File: config.mk
export PLATFORM = sky130hd
export DESIGN_NAME = rah_host
export DESIGN_NICKNAME = d
export VERILOG_FILES = /design/src/pkg/rah_pkg.sv /design/src/rah_host.sv /design/src/rah_rx_parse.sv
export SDC_FILE = /design/constraint.sdc
export NUM_CORES = 2
export LEC_CHECK = 0
export BUFFER_PORTS_ARGS = -buffer_cell sky130_fd_sc_hd__buf_4
export CORE_UTILIZATION = 38
export CTS_CLUSTER_DIAMETER = 120
export DETAILED_ROUTE_END_ITERATION = 12
export SYNTH_ARGS = -nofsm -noshare
export SYNTH_HDL_FRONTEND = slang
export SYNTH_HIERARCHICAL = 1
export SYNTH_SLANG_ARGS = --single-unit
File: constraint.sdc
create_clock -name ref_clk -period 4.55 [get_ports ref_clk]
set_clock_uncertainty 0.2 [all_clocks]
set_input_delay 0.91 -clock ref_clk [delete_from_list [all_inputs] [get_ports ref_clk]]
set_output_delay 0.91 -clock ref_clk [all_outputs]
set_load 0.05 [all_outputs]
File: src/pkg/rah_pkg.sv
// Package of constants and carriers for the reverse address resolution host
package rah_pkg;

  // ==========================================================
  // Packet header values
  localparam logic [15:0] RAH_HRD_ETH   = 16'h0001;
  localparam logic [15:0] RAH_PRO_IP    = 16'h0800;
  localparam logic [7:0]  RAH_HLN       = 8'h06;
  localparam logic [7:0]  RAH_PLN       = 8'h04;
  localparam logic [15:0] RAH_OP_FREQ   = 16'h0001;
  localparam logic [15:0] RAH_OP_FREP   = 16'h0002;
  localparam logic [15:0] RAH_OP_RREQ   = 16'h0003;
  localparam logic [15:0] RAH_OP_RREP   = 16'h0004;
  localparam logic [4:0]  RAH_PKT_BYTES = 5'h1e;

  // ==========================================================
  // Register offsets
  localparam logic [7:0] RAH_REG_CTRL    = 8'h00;
  localparam logic [7:0] RAH_REG_STATUS  = 8'h04;
  localparam logic [7:0] RAH_REG_OWN_LO  = 8'h08;
  localparam logic [7:0] RAH_REG_OWN_HI  = 8'h0c;
  localparam logic [7:0] RAH_REG_TGT_LO  = 8'h10;
  localparam logic [7:0] RAH_REG_TGT_HI  = 8'h14;
  localparam logic [7:0] RAH_REG_RES_PA  = 8'h18;
  localparam logic [7:0] RAH_REG_SRV_PA  = 8'h1c;
  localparam logic [7:0] RAH_REG_SRV_LO  = 8'h20;
  localparam logic [7:0] RAH_REG_SRV_HI  = 8'h24;

  // ==========================================================
  // Field positions
  localparam int RAH_CTRL_START = 0;
  localparam int RAH_ST_BUSY    = 0;
  localparam int RAH_ST_DONE    = 1;
  localparam int RAH_ST_TOUT    = 2;
  localparam int RAH_ST_FWD     = 3;
  localparam int RAH_ST_BADOP   = 4;

  // ==========================================================
  // Timing
  localparam int RAH_CLK_MHZ     = 125;
  localparam int RAH_TIMEOUT_US  = 1000000;
  localparam int RAH_TIMEOUT_CYC = RAH_TIMEOUT_US * RAH_CLK_MHZ;

  // ==========================================================
  // Carriers
  typedef struct packed {
    logic [15:0] ftype;
    logic [15:0] hrd;
    logic [15:0] pro;
    logic [7:0]  hln;
    logic [7:0]  pln;
    logic [15:0] op;
    logic [47:0] sha;
    logic [31:0] spa;
    logic [47:0] tha;
    logic [31:0] tpa;
  } rah_pkt_type;

  typedef struct packed {
    logic [7:0] data;
    logic       last;
  } rah_byte_type;

endpackage

File: src/rah_host.sv
// Reverse address resolution requester with AXI4-Lite control
// Functional notes
// - Header: 16-bit hardware and protocol space, 8-bit lengths, 16-bit opcode.
// - Each hardware address field is as long as the hardware length.
// - Each protocol address field is as long as the protocol length.
// - Ethernet and internet use codes 1 and 2048, lengths 6 and 4.
// - Reverse packets use their own frame type, unlike forward resolution.
// - Opcode 3 is reverse request, opcode 4 is reverse reply.
// - Request source hardware is the sender; source and target protocol ignored.
// - Request target hardware names the station; self lookup uses own address.
// - Reply source hardware is the server's hardware address.
// - Reply source protocol is the server's own protocol address.
// - Reply target hardware repeats the request's target hardware.
// - Reply target protocol carries the resolved address.
// - Header words go most significant byte first, no padding.
//
// Design decisions made here: the address map and register access over AXI4-Lite.
`timescale 1ns/10ps
module rah_host
#(
  parameter logic [15:0] rev_frame_type = 16'h5a01,
  parameter logic [15:0] fwd_frame_type = 16'h5a02,
  parameter int          timeout_cyc    = rah_pkg::RAH_TIMEOUT_CYC
)
(
  // Clock and reset
  input  wire logic                  ref_clk,
  input  wire logic                  rst_b,
  // AXI4-Lite write channels
  input  wire logic                  s_axi_awvalid,
  output logic                       s_axi_awready,
  input  wire logic [7:0]            s_axi_awaddr,
  input  wire logic                  s_axi_wvalid,
  output logic                       s_axi_wready,
  input  wire logic [31:0]           s_axi_wdata,
  input  wire logic [3:0]            s_axi_wstrb,
  output logic                       s_axi_bvalid,
  input  wire logic                  s_axi_bready,
  output logic [1:0]                 s_axi_bresp,
  // AXI4-Lite read channels
  input  wire logic                  s_axi_arvalid,
  output logic                       s_axi_arready,
  input  wire logic [7:0]            s_axi_araddr,
  output logic                       s_axi_rvalid,
  input  wire logic                  s_axi_rready,
  output logic [31:0]                s_axi_rdata,
  output logic [1:0]                 s_axi_rresp,
  // Transmit byte stream
  output logic                       tx_valid,
  output rah_pkg::rah_byte_type      tx_byte,
  input  wire logic                  tx_ready,
  // Receive byte stream
  input  wire logic                  rx_valid,
  input  wire rah_pkg::rah_byte_type rx_byte,
  // Forward resolution hand-off
  output logic                       fwd_valid,
  output rah_pkg::rah_pkt_type       fwd_pkt
);
  import rah_pkg::*;

  typedef enum logic [1:0] {TX_IDLE, TX_SEND, TX_WAIT} rah_state_type;

  // ==========================================================
  // Helpers
  function automatic logic [31:0] merge(input logic [31:0] old_v,
                                        input logic [31:0] new_v,
                                        input logic [3:0]  strb);
    logic [31:0] r;
    r = old_v;
    for (int i = 0; i < 4; i++)
      if (strb[i])
        r[i*8 +: 8] = new_v[i*8 +: 8];
    return r;
  endfunction

  function automatic logic hdr_ok(input rah_pkt_type p);
    return p.hrd == RAH_HRD_ETH && p.pro == RAH_PRO_IP
           && p.hln == RAH_HLN && p.pln == RAH_PLN;
  endfunction

  // ==========================================================
  // Registers
  rah_state_type state_q;
  logic [47:0]   own_ha_q;
  logic [47:0]   tgt_ha_q;
  logic [31:0]   res_pa_q;
  logic [31:0]   srv_pa_q;
  logic [47:0]   srv_ha_q;
  logic          done_q;
  logic          tout_q;
  logic          fwdseen_q;
  logic          badop_q;
  logic [31:0]   timer_q;
  logic [239:0]  tx_img_q;
  logic [4:0]    tx_idx_q;
  logic          aw_full_q;
  logic          w_full_q;
  logic [7:0]    awaddr_q;
  logic [31:0]   wdata_q;
  logic [3:0]    wstrb_q;
  logic          wr_go;
  logic          start;
  logic [4:0]    clr;
  logic          rx_pkt_valid;
  rah_pkt_type   rx_pkt;
  logic          rx_rev;
  logic          reply_hit;
  logic          fwd_hit;
  logic          bad_hit;
  logic          expire;

  // ==========================================================
  // Receive parser
  rah_rx_parse u_rx
  (
    .ref_clk   (ref_clk),
    .rst_b     (rst_b),
    .rx_valid  (rx_valid),
    .rx_byte   (rx_byte),
    .pkt_valid (rx_pkt_valid),
    .pkt       (rx_pkt)
  );

  // ==========================================================
  // Received packet classification
  assign rx_rev    = rx_pkt_valid && rx_pkt.ftype == rev_frame_type
                     && hdr_ok(rx_pkt);
  assign reply_hit = rx_rev && rx_pkt.op == RAH_OP_RREP && state_q == TX_WAIT
                     && rx_pkt.tha == tgt_ha_q;
  assign fwd_hit   = rx_pkt_valid && (rx_pkt.op == RAH_OP_FREQ
                     || rx_pkt.op == RAH_OP_FREP);
  assign bad_hit   = rx_pkt_valid && (rx_pkt.op == 16'h0000
                     || rx_pkt.op > RAH_OP_RREP);
  assign expire    = state_q == TX_WAIT && timer_q == 32'h00000001;

  // ==========================================================
  // AXI4-Lite write path
  assign wr_go = aw_full_q && w_full_q && !s_axi_bvalid;
  assign start = wr_go && awaddr_q == RAH_REG_CTRL && wstrb_q[0]
                 && wdata_q[RAH_CTRL_START] && state_q == TX_IDLE;
  assign clr   = (wr_go && awaddr_q == RAH_REG_STATUS && wstrb_q[0])
                 ? wdata_q[4:0] : 5'h00;

  always_ff @(posedge ref_clk or negedge rst_b)
  begin
    if (!rst_b)
    begin
      s_axi_awready <= 1'b1;
      s_axi_wready  <= 1'b1;
      aw_full_q     <= 1'b0;
      w_full_q      <= 1'b0;
      awaddr_q      <= 8'h00;
      wdata_q       <= 32'h00000000;
      wstrb_q       <= 4'h0;
      s_axi_bvalid  <= 1'b0;
      s_axi_bresp   <= 2'h0;
    end
    else
    begin
      if (s_axi_awvalid && s_axi_awready)
      begin
        awaddr_q      <= s_axi_awaddr;
        aw_full_q     <= 1'b1;
        s_axi_awready <= 1'b0;
      end
      if (s_axi_wvalid && s_axi_wready)
      begin
        wdata_q      <= s_axi_wdata;
        wstrb_q      <= s_axi_wstrb;
        w_full_q     <= 1'b1;
        s_axi_wready <= 1'b0;
      end
      if (wr_go)
      begin
        aw_full_q     <= 1'b0;
        w_full_q      <= 1'b0;
        s_axi_awready <= 1'b1;
        s_axi_wready  <= 1'b1;
        s_axi_bvalid  <= 1'b1;
        s_axi_bresp   <= (awaddr_q[1:0] != 2'h0 || awaddr_q > RAH_REG_SRV_HI)
                         ? 2'h2 : 2'h0;
      end
      else if (s_axi_bvalid && s_axi_bready)
        s_axi_bvalid <= 1'b0;
    end
  end

  // Software-owned addresses
  always_ff @(posedge ref_clk or negedge rst_b)
  begin
    if (!rst_b)
    begin
      own_ha_q <= '0;
      tgt_ha_q <= '0;
    end
    else if (wr_go && state_q == TX_IDLE)
    begin
      unique case (awaddr_q)
        RAH_REG_OWN_LO: own_ha_q[31:0]  <= merge(own_ha_q[31:0], wdata_q, wstrb_q);
        RAH_REG_OWN_HI: own_ha_q[47:32] <= 16'(merge({16'h0000, own_ha_q[47:32]},
                                                     wdata_q, wstrb_q));
        RAH_REG_TGT_LO: tgt_ha_q[31:0]  <= merge(tgt_ha_q[31:0], wdata_q, wstrb_q);
        RAH_REG_TGT_HI: tgt_ha_q[47:32] <= 16'(merge({16'h0000, tgt_ha_q[47:32]},
                                                     wdata_q, wstrb_q));
        default: ;
      endcase
    end
  end

  // ==========================================================
  // AXI4-Lite read path
  always_ff @(posedge ref_clk or negedge rst_b)
  begin
    if (!rst_b)
    begin
      s_axi_arready <= 1'b1;
      s_axi_rvalid  <= 1'b0;
      s_axi_rdata   <= 32'h00000000;
      s_axi_rresp   <= 2'h0;
    end
    else if (s_axi_arvalid && s_axi_arready)
    begin
      s_axi_arready <= 1'b0;
      s_axi_rvalid  <= 1'b1;
      s_axi_rresp   <= 2'h0;
      unique case (s_axi_araddr)
        RAH_REG_CTRL:   s_axi_rdata <= 32'h00000000;
        RAH_REG_STATUS: s_axi_rdata <= {27'h0000000, badop_q, fwdseen_q, tout_q,
                                        done_q, state_q != TX_IDLE};
        RAH_REG_OWN_LO: s_axi_rdata <= own_ha_q[31:0];
        RAH_REG_OWN_HI: s_axi_rdata <= {16'h0000, own_ha_q[47:32]};
        RAH_REG_TGT_LO: s_axi_rdata <= tgt_ha_q[31:0];
        RAH_REG_TGT_HI: s_axi_rdata <= {16'h0000, tgt_ha_q[47:32]};
        RAH_REG_RES_PA: s_axi_rdata <= res_pa_q;
        RAH_REG_SRV_PA: s_axi_rdata <= srv_pa_q;
        RAH_REG_SRV_LO: s_axi_rdata <= srv_ha_q[31:0];
        RAH_REG_SRV_HI: s_axi_rdata <= {16'h0000, srv_ha_q[47:32]};
        default:
        begin
          s_axi_rdata <= 32'h00000000;
          s_axi_rresp <= 2'h2;
        end
      endcase
    end
    else if (s_axi_rvalid && s_axi_rready)
    begin
      s_axi_rvalid  <= 1'b0;
      s_axi_arready <= 1'b1;
    end
  end

  // ==========================================================
  // Request sequencing and transmit
  always_ff @(posedge ref_clk or negedge rst_b)
  begin
    if (!rst_b)
    begin
      state_q  <= TX_IDLE;
      tx_img_q <= '0;
      tx_idx_q <= 5'h00;
      tx_valid <= 1'b0;
      tx_byte  <= '0;
    end
    else
    begin
      unique case (state_q)
        TX_IDLE:
          if (start)
          begin
            tx_img_q <= {rev_frame_type, RAH_HRD_ETH, RAH_PRO_IP, RAH_HLN, RAH_PLN,
                         RAH_OP_RREQ, own_ha_q, 32'h00000000, tgt_ha_q,
                         32'h00000000};
            tx_idx_q <= 5'h00;
            state_q  <= TX_SEND;
          end
        TX_SEND:
          if (!tx_valid || tx_ready)
          begin
            if (tx_valid && tx_byte.last)
            begin
              tx_valid <= 1'b0;
              state_q  <= TX_WAIT;
            end
            else
            begin
              tx_valid     <= 1'b1;
              tx_byte.data <= tx_img_q[239:232];
              tx_byte.last <= tx_idx_q == RAH_PKT_BYTES - 5'h01;
              tx_img_q     <= {tx_img_q[231:0], 8'h00};
              tx_idx_q     <= tx_idx_q + 5'h01;
            end
          end
        TX_WAIT:
          if (reply_hit || expire)
            state_q <= TX_IDLE;
      endcase
    end
  end

  // Reply timeout countdown
  always_ff @(posedge ref_clk or negedge rst_b)
  begin
    if (!rst_b)
      timer_q <= 32'h00000000;
    else if (state_q != TX_WAIT)
      timer_q <= 32'(timeout_cyc);
    else if (timer_q != 32'h00000000)
      timer_q <= timer_q - 32'h00000001;
  end

  // ==========================================================
  // Reply capture
  always_ff @(posedge ref_clk or negedge rst_b)
  begin
    if (!rst_b)
    begin
      res_pa_q <= 32'h00000000;
      srv_pa_q <= 32'h00000000;
      srv_ha_q <= '0;
    end
    else if (reply_hit)
    begin
      res_pa_q <= rx_pkt.tpa;
      srv_pa_q <= rx_pkt.spa;
      srv_ha_q <= rx_pkt.sha;
    end
  end

  // Sticky status, set wins over clear
  always_ff @(posedge ref_clk or negedge rst_b)
  begin
    if (!rst_b)
    begin
      done_q    <= 1'b0;
      tout_q    <= 1'b0;
      fwdseen_q <= 1'b0;
      badop_q   <= 1'b0;
    end
    else
    begin
      done_q    <= reply_hit || (done_q && !clr[RAH_ST_DONE]);
      tout_q    <= (expire && !reply_hit) || (tout_q && !clr[RAH_ST_TOUT]);
      fwdseen_q <= fwd_hit || (fwdseen_q && !clr[RAH_ST_FWD]);
      badop_q   <= bad_hit || (badop_q && !clr[RAH_ST_BADOP]);
    end
  end

  // ==========================================================
  // Forward resolution hand-off
  always_ff @(posedge ref_clk or negedge rst_b)
  begin
    if (!rst_b)
    begin
      fwd_valid <= 1'b0;
      fwd_pkt   <= '0;
    end
    else
    begin
      fwd_valid <= fwd_hit;
      if (fwd_hit)
        fwd_pkt <= rx_pkt;
    end
  end

endmodule

File: src/rah_rx_parse.sv
// Receive byte collector that assembles one packet image
`timescale 1ns/10ps
module rah_rx_parse
(
  // Clock and reset
  input  wire logic                 ref_clk,
  input  wire logic                 rst_b,
  // Received byte stream
  input  wire logic                 rx_valid,
  input  wire rah_pkg::rah_byte_type rx_byte,
  // Assembled packet
  output logic                      pkt_valid,
  output rah_pkg::rah_pkt_type      pkt
);
  import rah_pkg::*;

  logic [239:0] shift_q;
  logic [4:0]   count_q;
  logic         over_q;
  logic         pkt_valid_q;

  // ==========================================================
  // Byte shifting, first byte ends most significant
  always_ff @(posedge ref_clk or negedge rst_b)
  begin
    if (!rst_b)
    begin
      shift_q <= '0;
      count_q <= 5'h00;
      over_q  <= 1'b0;
    end
    else if (rx_valid)
    begin
      shift_q <= {shift_q[231:0], rx_byte.data};
      if (rx_byte.last)
      begin
        count_q <= 5'h00;
        over_q  <= 1'b0;
      end
      else if (count_q == RAH_PKT_BYTES)
        over_q  <= 1'b1;
      else
        count_q <= count_q + 5'h01;
    end
  end

  // ==========================================================
  // Accept only frames of exactly the packet length
  always_ff @(posedge ref_clk or negedge rst_b)
  begin
    if (!rst_b)
      pkt_valid_q <= 1'b0;
    else
      pkt_valid_q <= rx_valid && rx_byte.last && !over_q
                     && (count_q == RAH_PKT_BYTES - 5'h01);
  end

  assign pkt_valid = pkt_valid_q;
  assign pkt       = rah_pkt_type'(shift_q);

endmodule

; Word-level counts from Yosys, hierarchy flattened
; Cells that the tools add are included.
[word_totals]
ff_bits = 1076
inputBits = 70
output_inout_bits = 292
word_cells = 218
[op_classes]
add_sub_neg = 3
magnitude_cmp = 2
eq_ne = 36
n_mux = 38
bitwise_logic = 1
reduce_logical = 84
[ops]
columns = op, n
row1 = $mux 240, 3
row2 = $pmux 240 s2, 1
row3 = $pmux 32 s9, 1
row4 = $mux 32, 2
row5 = $eq 48x48->1, 1
row6 = $eq 8x5->1 const B, 6
row7 = $reduce_and 3->1, 13
row8 = $logic_and 1x1->1, 34
row9 = $eq 16x1->1 const B, 2
row10 = $eq 32x1->1 const B, 1
row11 = $eq 8x3->1 const B, 4
row12 = $eq 8x4->1 const B, 4
row13 = $reduce_bool 32->1, 1
row14 = $sub 32x1->32 const B, 1
row15 = $mux 5, 6
row16 = $reduce_bool 2->1, 9
row17 = $mux 1, 17
row18 = $eq 16x12->1 const B, 1
row19 = $eq 16x15->1 const B, 1
row20 = $eq 16x2->1 const B, 1
row21 = $eq 16x3->1 const B, 1
row22 = $eq 8x6->1 const B, 2
row23 = $gt 16x3->1 const B, 1
row24 = $logic_not 16->1, 1
row25 = 18 further kinds, 50

; Logic depth before layout (Yosys ltp)
[logic_depth]
depth_word = 11
ltp_mapped = 13
mapped_depth_nobuf = 9

; Hierarchy
; Netlist, hierarchy kept.
[modules_own_cells]
columns = mod, instances, cells_each, area_per_inst_um2, seq_area_each_um2
row1 = rah_host, 1, 2968, 33185.6, 19897.8
row2 = rah_rx_parse, 1, 547, 10012.1, 6180.9

; Worst setup path before layout
; OpenSTA, ideal clock, no wires.
[synth_path]
path_type = reg-to-reg
start = reg state_q[0]
end = reg res_pa_q[0]
setup_time_ns = 0.125
t_arrival_ns = 2.667
t_required_ns = 4.225
slack_ns = 1.558
path_stages_with_launch = 13
path_buffers = 4
synth_period_minus_slack_ns = 2.992
path_cell_list = dfrtp_1 inv_1 ha_1 buf_2 nor4b_1 nand4_1 nor4b_1 nand3_1 or4_1 buf_2 buf_6 buf_6 mux2_4
[synth_via]
elab_chain_len = 3
[synth_rtl]
columns = item, line
row1 = start: declaration, rah_host.sv:83  ; rah_state_type state_q;
row2 = start signal: assignment, rah_host.sv:258  ; state_q <= TX_IDLE;
row3 = start signal: assignment, rah_host.sv:274  ; state_q <= TX_SEND;
row4 = start signal: assignment, rah_host.sv:282  ; state_q <= TX_WAIT;
row5 = $eq 2x2->1, rah_host.sv:128  ; assign reply_hit = rx_rev && rx_pkt.op == RAH_OP_RREP && state_q == TX_WAIT
row6 = $logic_and 1x1->1, rah_host.sv:128
row7 = $logic_and 1x1->1, rah_host.sv:129  ; && rx_pkt.tha == tgt_ha_q;
row8 = end signal: assignment, rah_host.sv:323  ; res_pa_q <= rx_pkt.tpa;
row9 = end: declaration, rah_host.sv:86  ; logic [31:0] res_pa_q;
; Every way passes these cells.
; A chain may end at the register's enable or synchronous reset.

; Worst setup path after layout
[layout_path]
start = reg u_rx.shift_q[180] (netlist: u_rx/pkt[180])
end = reg srv_pa_q[22]
[layout_via]
elab_chain_len = 6
[layout_rtl]
columns = item, line
row1 = start: declaration, rah_rx_parse.sv:17  ; logic [239:0] shift_q;
row2 = start signal: assignment, rah_rx_parse.sv:34  ; shift_q <= {shift_q[231:0], rx_byte.data};
row3 = $eq 8x3->1, rah_host.sv:78  ; && p.hln == RAH_HLN && p.pln == RAH_PLN;
row4 = $logic_and 1x1->1, rah_host.sv:78
row5 = $logic_and 1x1->1, rah_host.sv:127  ; && hdr_ok(rx_pkt);
row6 = $logic_and 1x1->1 (2 in series), rah_host.sv:128
row7 = $logic_and 1x1->1, rah_host.sv:129
row8 = end signal: assignment, rah_host.sv:324  ; srv_pa_q <= rx_pkt.spa;
row9 = end: declaration, rah_host.sv:87  ; logic [31:0] srv_pa_q;
; Every way passes these cells.

==> results.txt <==
The filler-free cell count of the finished design is about 5500. The worst setup path is captured at a register. The number of clock buffers inserted by TritonCTS is about 110.

In this run the worst setup path terminates at srv_pa_q[22]. The via count of the first global-routing pass is approximately 29000. The slew at the pin with the worst max-slew slack is 1.08 ns. The worst slack at placement is between 0.8 and 0.9 ns.

The iteration count of the initial detailed-routing pass came out at 7. The clock period minus worst slack came out at 3.95 ns. The required time of the critical path is approximately 4.9 ns. The total wirelength of the detailed-routed design came out at 131000 um.

The static leakage power is approximately 25 nW. For this run, design rule violations remaining after detail routing come to 0. The total number of vias is roughly 29000.

The global-route total usage across every layer is between 20% and 30%. The floorplan core area is about 110000 um2. Dividing the final minimum period by the clock period gives 86.9%. The wire length per cell came out at ~24 um. The worst slack on hold paths is ~0.049 ns. The antenna diode instance count came out at 0.

The class of the most critical setup path is register to register. Dividing the detail-routed via count by the number of cells gives between 5 and 6. The congestion estimate from routability-driven global placement came to between 0.9 and 1. The total grt overflow came out at 0. The max-slew violation total from the final report came to 0. Detailed placement finished with a half-perimeter wire length of roughly 92000 um. The number of cells traversed by the worst register-to-register path is 7. The filler cells instantiated in the layout total 10348. In this run, placement finished with an instance count of 5258. Summed over its instances, the top area cell type makes up between 60 and 70% of the synthesized netlist area. The count of clock tree sinks came out at roughly 1000. The largest total area in the synthesized netlist belongs to dfrtp_1. The number of hold violations in the final report came out at 0. In this run the core area contains ~120 standard-cell rows.

The clock input transition at the sequential cells of the worst setup and hold paths is ~0.060 ns. The clock latency at the later pin of the worst-skew pair came out at roughly 0.71 ns. The floorplan die width is between 300 and 400 um. In this run the critical register-to-register path is launched from u_rx/pkt[180].

The number of maximum-capacitance violations is 0. For this design, the CTS-stage hold fixing added 0 buffers. The library cell used as clock root buffer is clkbuf_16. The number of failing setup endpoints in the final timing report came out at 0. The setup TNS after final layout came out at 0 ns. The async set-reset flop share out of synthesis came out at between 90% and 100%. The cell area after technology mapping is 43200 um2.

Walking the worst path, the cells encountered are nor4b_1 > nand4b_1 > a2111oi_0 > nand4_1 > or4_4 > buf_12 > mux2_4. The sequential-to-total area share from yosys stat came out at 60.4%. The share of cells above drive strength 1 is between 20% and 30%. The cell count after synthesis came out at roughly 3500. Entering global routing, the biggest net connects between 100 and 150 pins. The design draws 29.2 mW.

The number of port buffers is ~360. The startpoint type of the worst setup path is a register. The quantity of gates resized following cts is 0. The number of synthesis warnings came out at 6.

The number of placed I/O pins came out at roughly 360. The die area is between 100000 and 150000 um2. The worst hold-check path type is primary input to async pin. The worst slew margin relative to its limit is around 27%. By area the synthesized netlist is led by dfrtp_1 (60%), mux2_4 (8.3%), mux2_2 (6.6%). Among all flip-flop cells after synthesis, the most frequent one is dfrtp_1.

Setup repair after global routing left no endpoint under its margin. Averaged over all synthesized cells, the footprint is around 12 um2. The initial utilization of the core area, before any placement, comes to 38.3%. dfrtp_1 is the most common cell in the netlist. The run finished with clean final reports. The longest individual stage delay on the worst path came out at just over 0.9 ns. The slowest stage of the critical path belongs to the cell nor4b_1. The growth of design area from synthesis to finish came out at 19.0%.

The total number of H-tree levels is 3. The most critical setup path has its startpoint at u_rx/pkt[180]. The commonest cells after synthesis are dfrtp_1 (1039), nand2_1 (756), mux2_2 (255), mux2_4 (238), nor2_1 (192). Counting distinct cell types in the post-synthesis netlist gives between 60 and 70. TritonCTS built the clock tree.

The top fanout value on the critical path is approximately 110. After synthesis the netlist holds a flip-flop and latch count of about 1000. Data arrives at the worst endpoint at 4.34 ns. The smallest setup slack after layout came out at 0.595 ns. The peak clock frequency supported by timing came out at approximately 250 MHz. The height of the chip came out at approximately 340 um. Setup slack on the worst reg-to-reg path comes out at slightly below 0.6 ns. The endpoint identified for the worst register-to-register timing path is srv_pa_q[22]. For this block, the initial DRC count from the detailed router was 2777. For this design the ratio of total power to cell area is 568 nW/um2. The count of nets after finishing is a little under 4000. The number of nets with antenna violations after routing came out at 0.

The first global-routing pass estimated 195000 um of wire. The number of flops mapped to enable cells by yosys is 0. The total setup buffers inserted after CTS is 0. The number of antenna violations at the first check in global routing came out at 5. VDD sags by at most 0.000360 V. The number of buffers on the longest clock path came out at 3.
[worst max-delay path, delay by kind of cell (launching register included)]
family | cells | cell delay [ns]
flip-flops | 1 | 0.44
multiplexers | 1 | 0.46
AO/OA/AOI/OAI | 1 | 0.39
buffers and inverters | 1 | 0.24
AND/OR/NAND/NOR | 4 | 1.89
[sequential cells by signal, indices dropped and copies added (netlist names), 2 cells and up]
register      cells
wdata_q          32
awaddr_q          8
srv_ha_q         48
own_ha_q         48
wstrb_q           4
srv_pa_q         32
s_axi_rdata      32
tx_idx_q          5
state_q           2
u_rx/pkt        240
timer_q          32
tx_byte           9
fwd_pkt         240
u_rx/count_q      5
res_pa_q         32
tgt_ha_q         48
tx_img_q        208
[cell usage in the layout, fill, tap and decap left out, types with 23 or more instances in the layout]
| master | synthesis | final |
|---|---|---|
| clkbuf_1 | 144 | 27 |
| buf_4 | 2 | 408 |
| xnor2_1 | 37 | 37 |
| dfrtp_1 | 1039 | 1039 |
| mux2_4 | 238 | 238 |
| buf_12 | 0 | 23 |
| nor4_1 | 31 | 31 |
| clkbuf_8 | 0 | 25 |
| a22oi_1 | 25 | 25 |
| nand2_1 | 756 | 754 |
| mux2_2 | 255 | 255 |
| nand4_1 | 23 | 23 |
| a22o_1 | 108 | 108 |
| nand2b_1 | 28 | 28 |
| a31oi_1 | 26 | 26 |
| o21ai_0 | 42 | 42 |
| inv_1 | 36 | 36 |
| mux2i_1 | 115 | 115 |
| a21oi_1 | 117 | 117 |
| clkbuf_16 | 0 | 109 |
| nor2_1 | 192 | 190 |
| nand3_1 | 25 | 25 |
[routing by layer]
metal / GRT usage (%) / vias up / part of all wire (%)
li1: - / 12896 / -
met1: 31.7 / 14948 / 44
met2: 35.6 / 865 / 47
met3: 3.93 / 191 / 5.9
met4: 7.16 / 2 / 3.0
met5: 0 / - / 0.012
[logic make-up after synthesis]
| logic type | after synthesis | share of synthesized area, % |
|---|---|---|
| flops | 1042 | 60.4 |
| compound gates | 397 | 6.42 |
| xor+xnor | 58 | 1.18 |
| other cells | 1 | 0.00868 |
| mux | 609 | 17.6 |
| simple gates | 1170 | 11.6 |
| buf+inv | 228 | 2.55 |
| fa+ha+maj | 10 | 0.290 |
[power by group]
| group | leakage, nW | internal (mW) | switching, mW |
|---|---|---|---|
| clock network | 1.80 | 5.30 | 3.82 |
| logic | 9.86 | 3.03 | 3.05 |
| registers | 13.7 | 11.3 | 2.71 |
| total | 25.3 | 19.6 | 9.58 |
[final cells by class]
type                            count  area [um2]  area share, %
Timing Repair Buffer              433        3550           6.91
Clock buffer                      161        3170           6.17
Sequential cell                  1042       26100           50.7
Tap cell                         1500        1880           3.65
Inverter                           37         144          0.280
Multi-Input combinational cell   2246       16100           31.3
Clock inverter                     36         499          0.971
[stage by stage]
step,util (%),cell area [um2]
CTS,45.6,51400
detailed placement,42.4,47700
finish,45.6,51400
global placement,42.4,47700
floorplan,-,43200
global route,45.6,51400
[worst min-delay path by stage]
stage,startpoint,endpoint,depth (start not counted)
2_1_floorplan,tx_img_q[34],tx_img_q[34],2
3_3_place_gp,tx_img_q[34],tx_img_q[34],2
3_5_place_dp,tx_img_q[34],tx_img_q[34],2
4_1_cts,rst_b,fwd_pkt[234],1
5_1_grt,rst_b,fwd_pkt[171],1
6_report,rst_b,fwd_pkt[171],1
(Power assumes the default switching activity.)
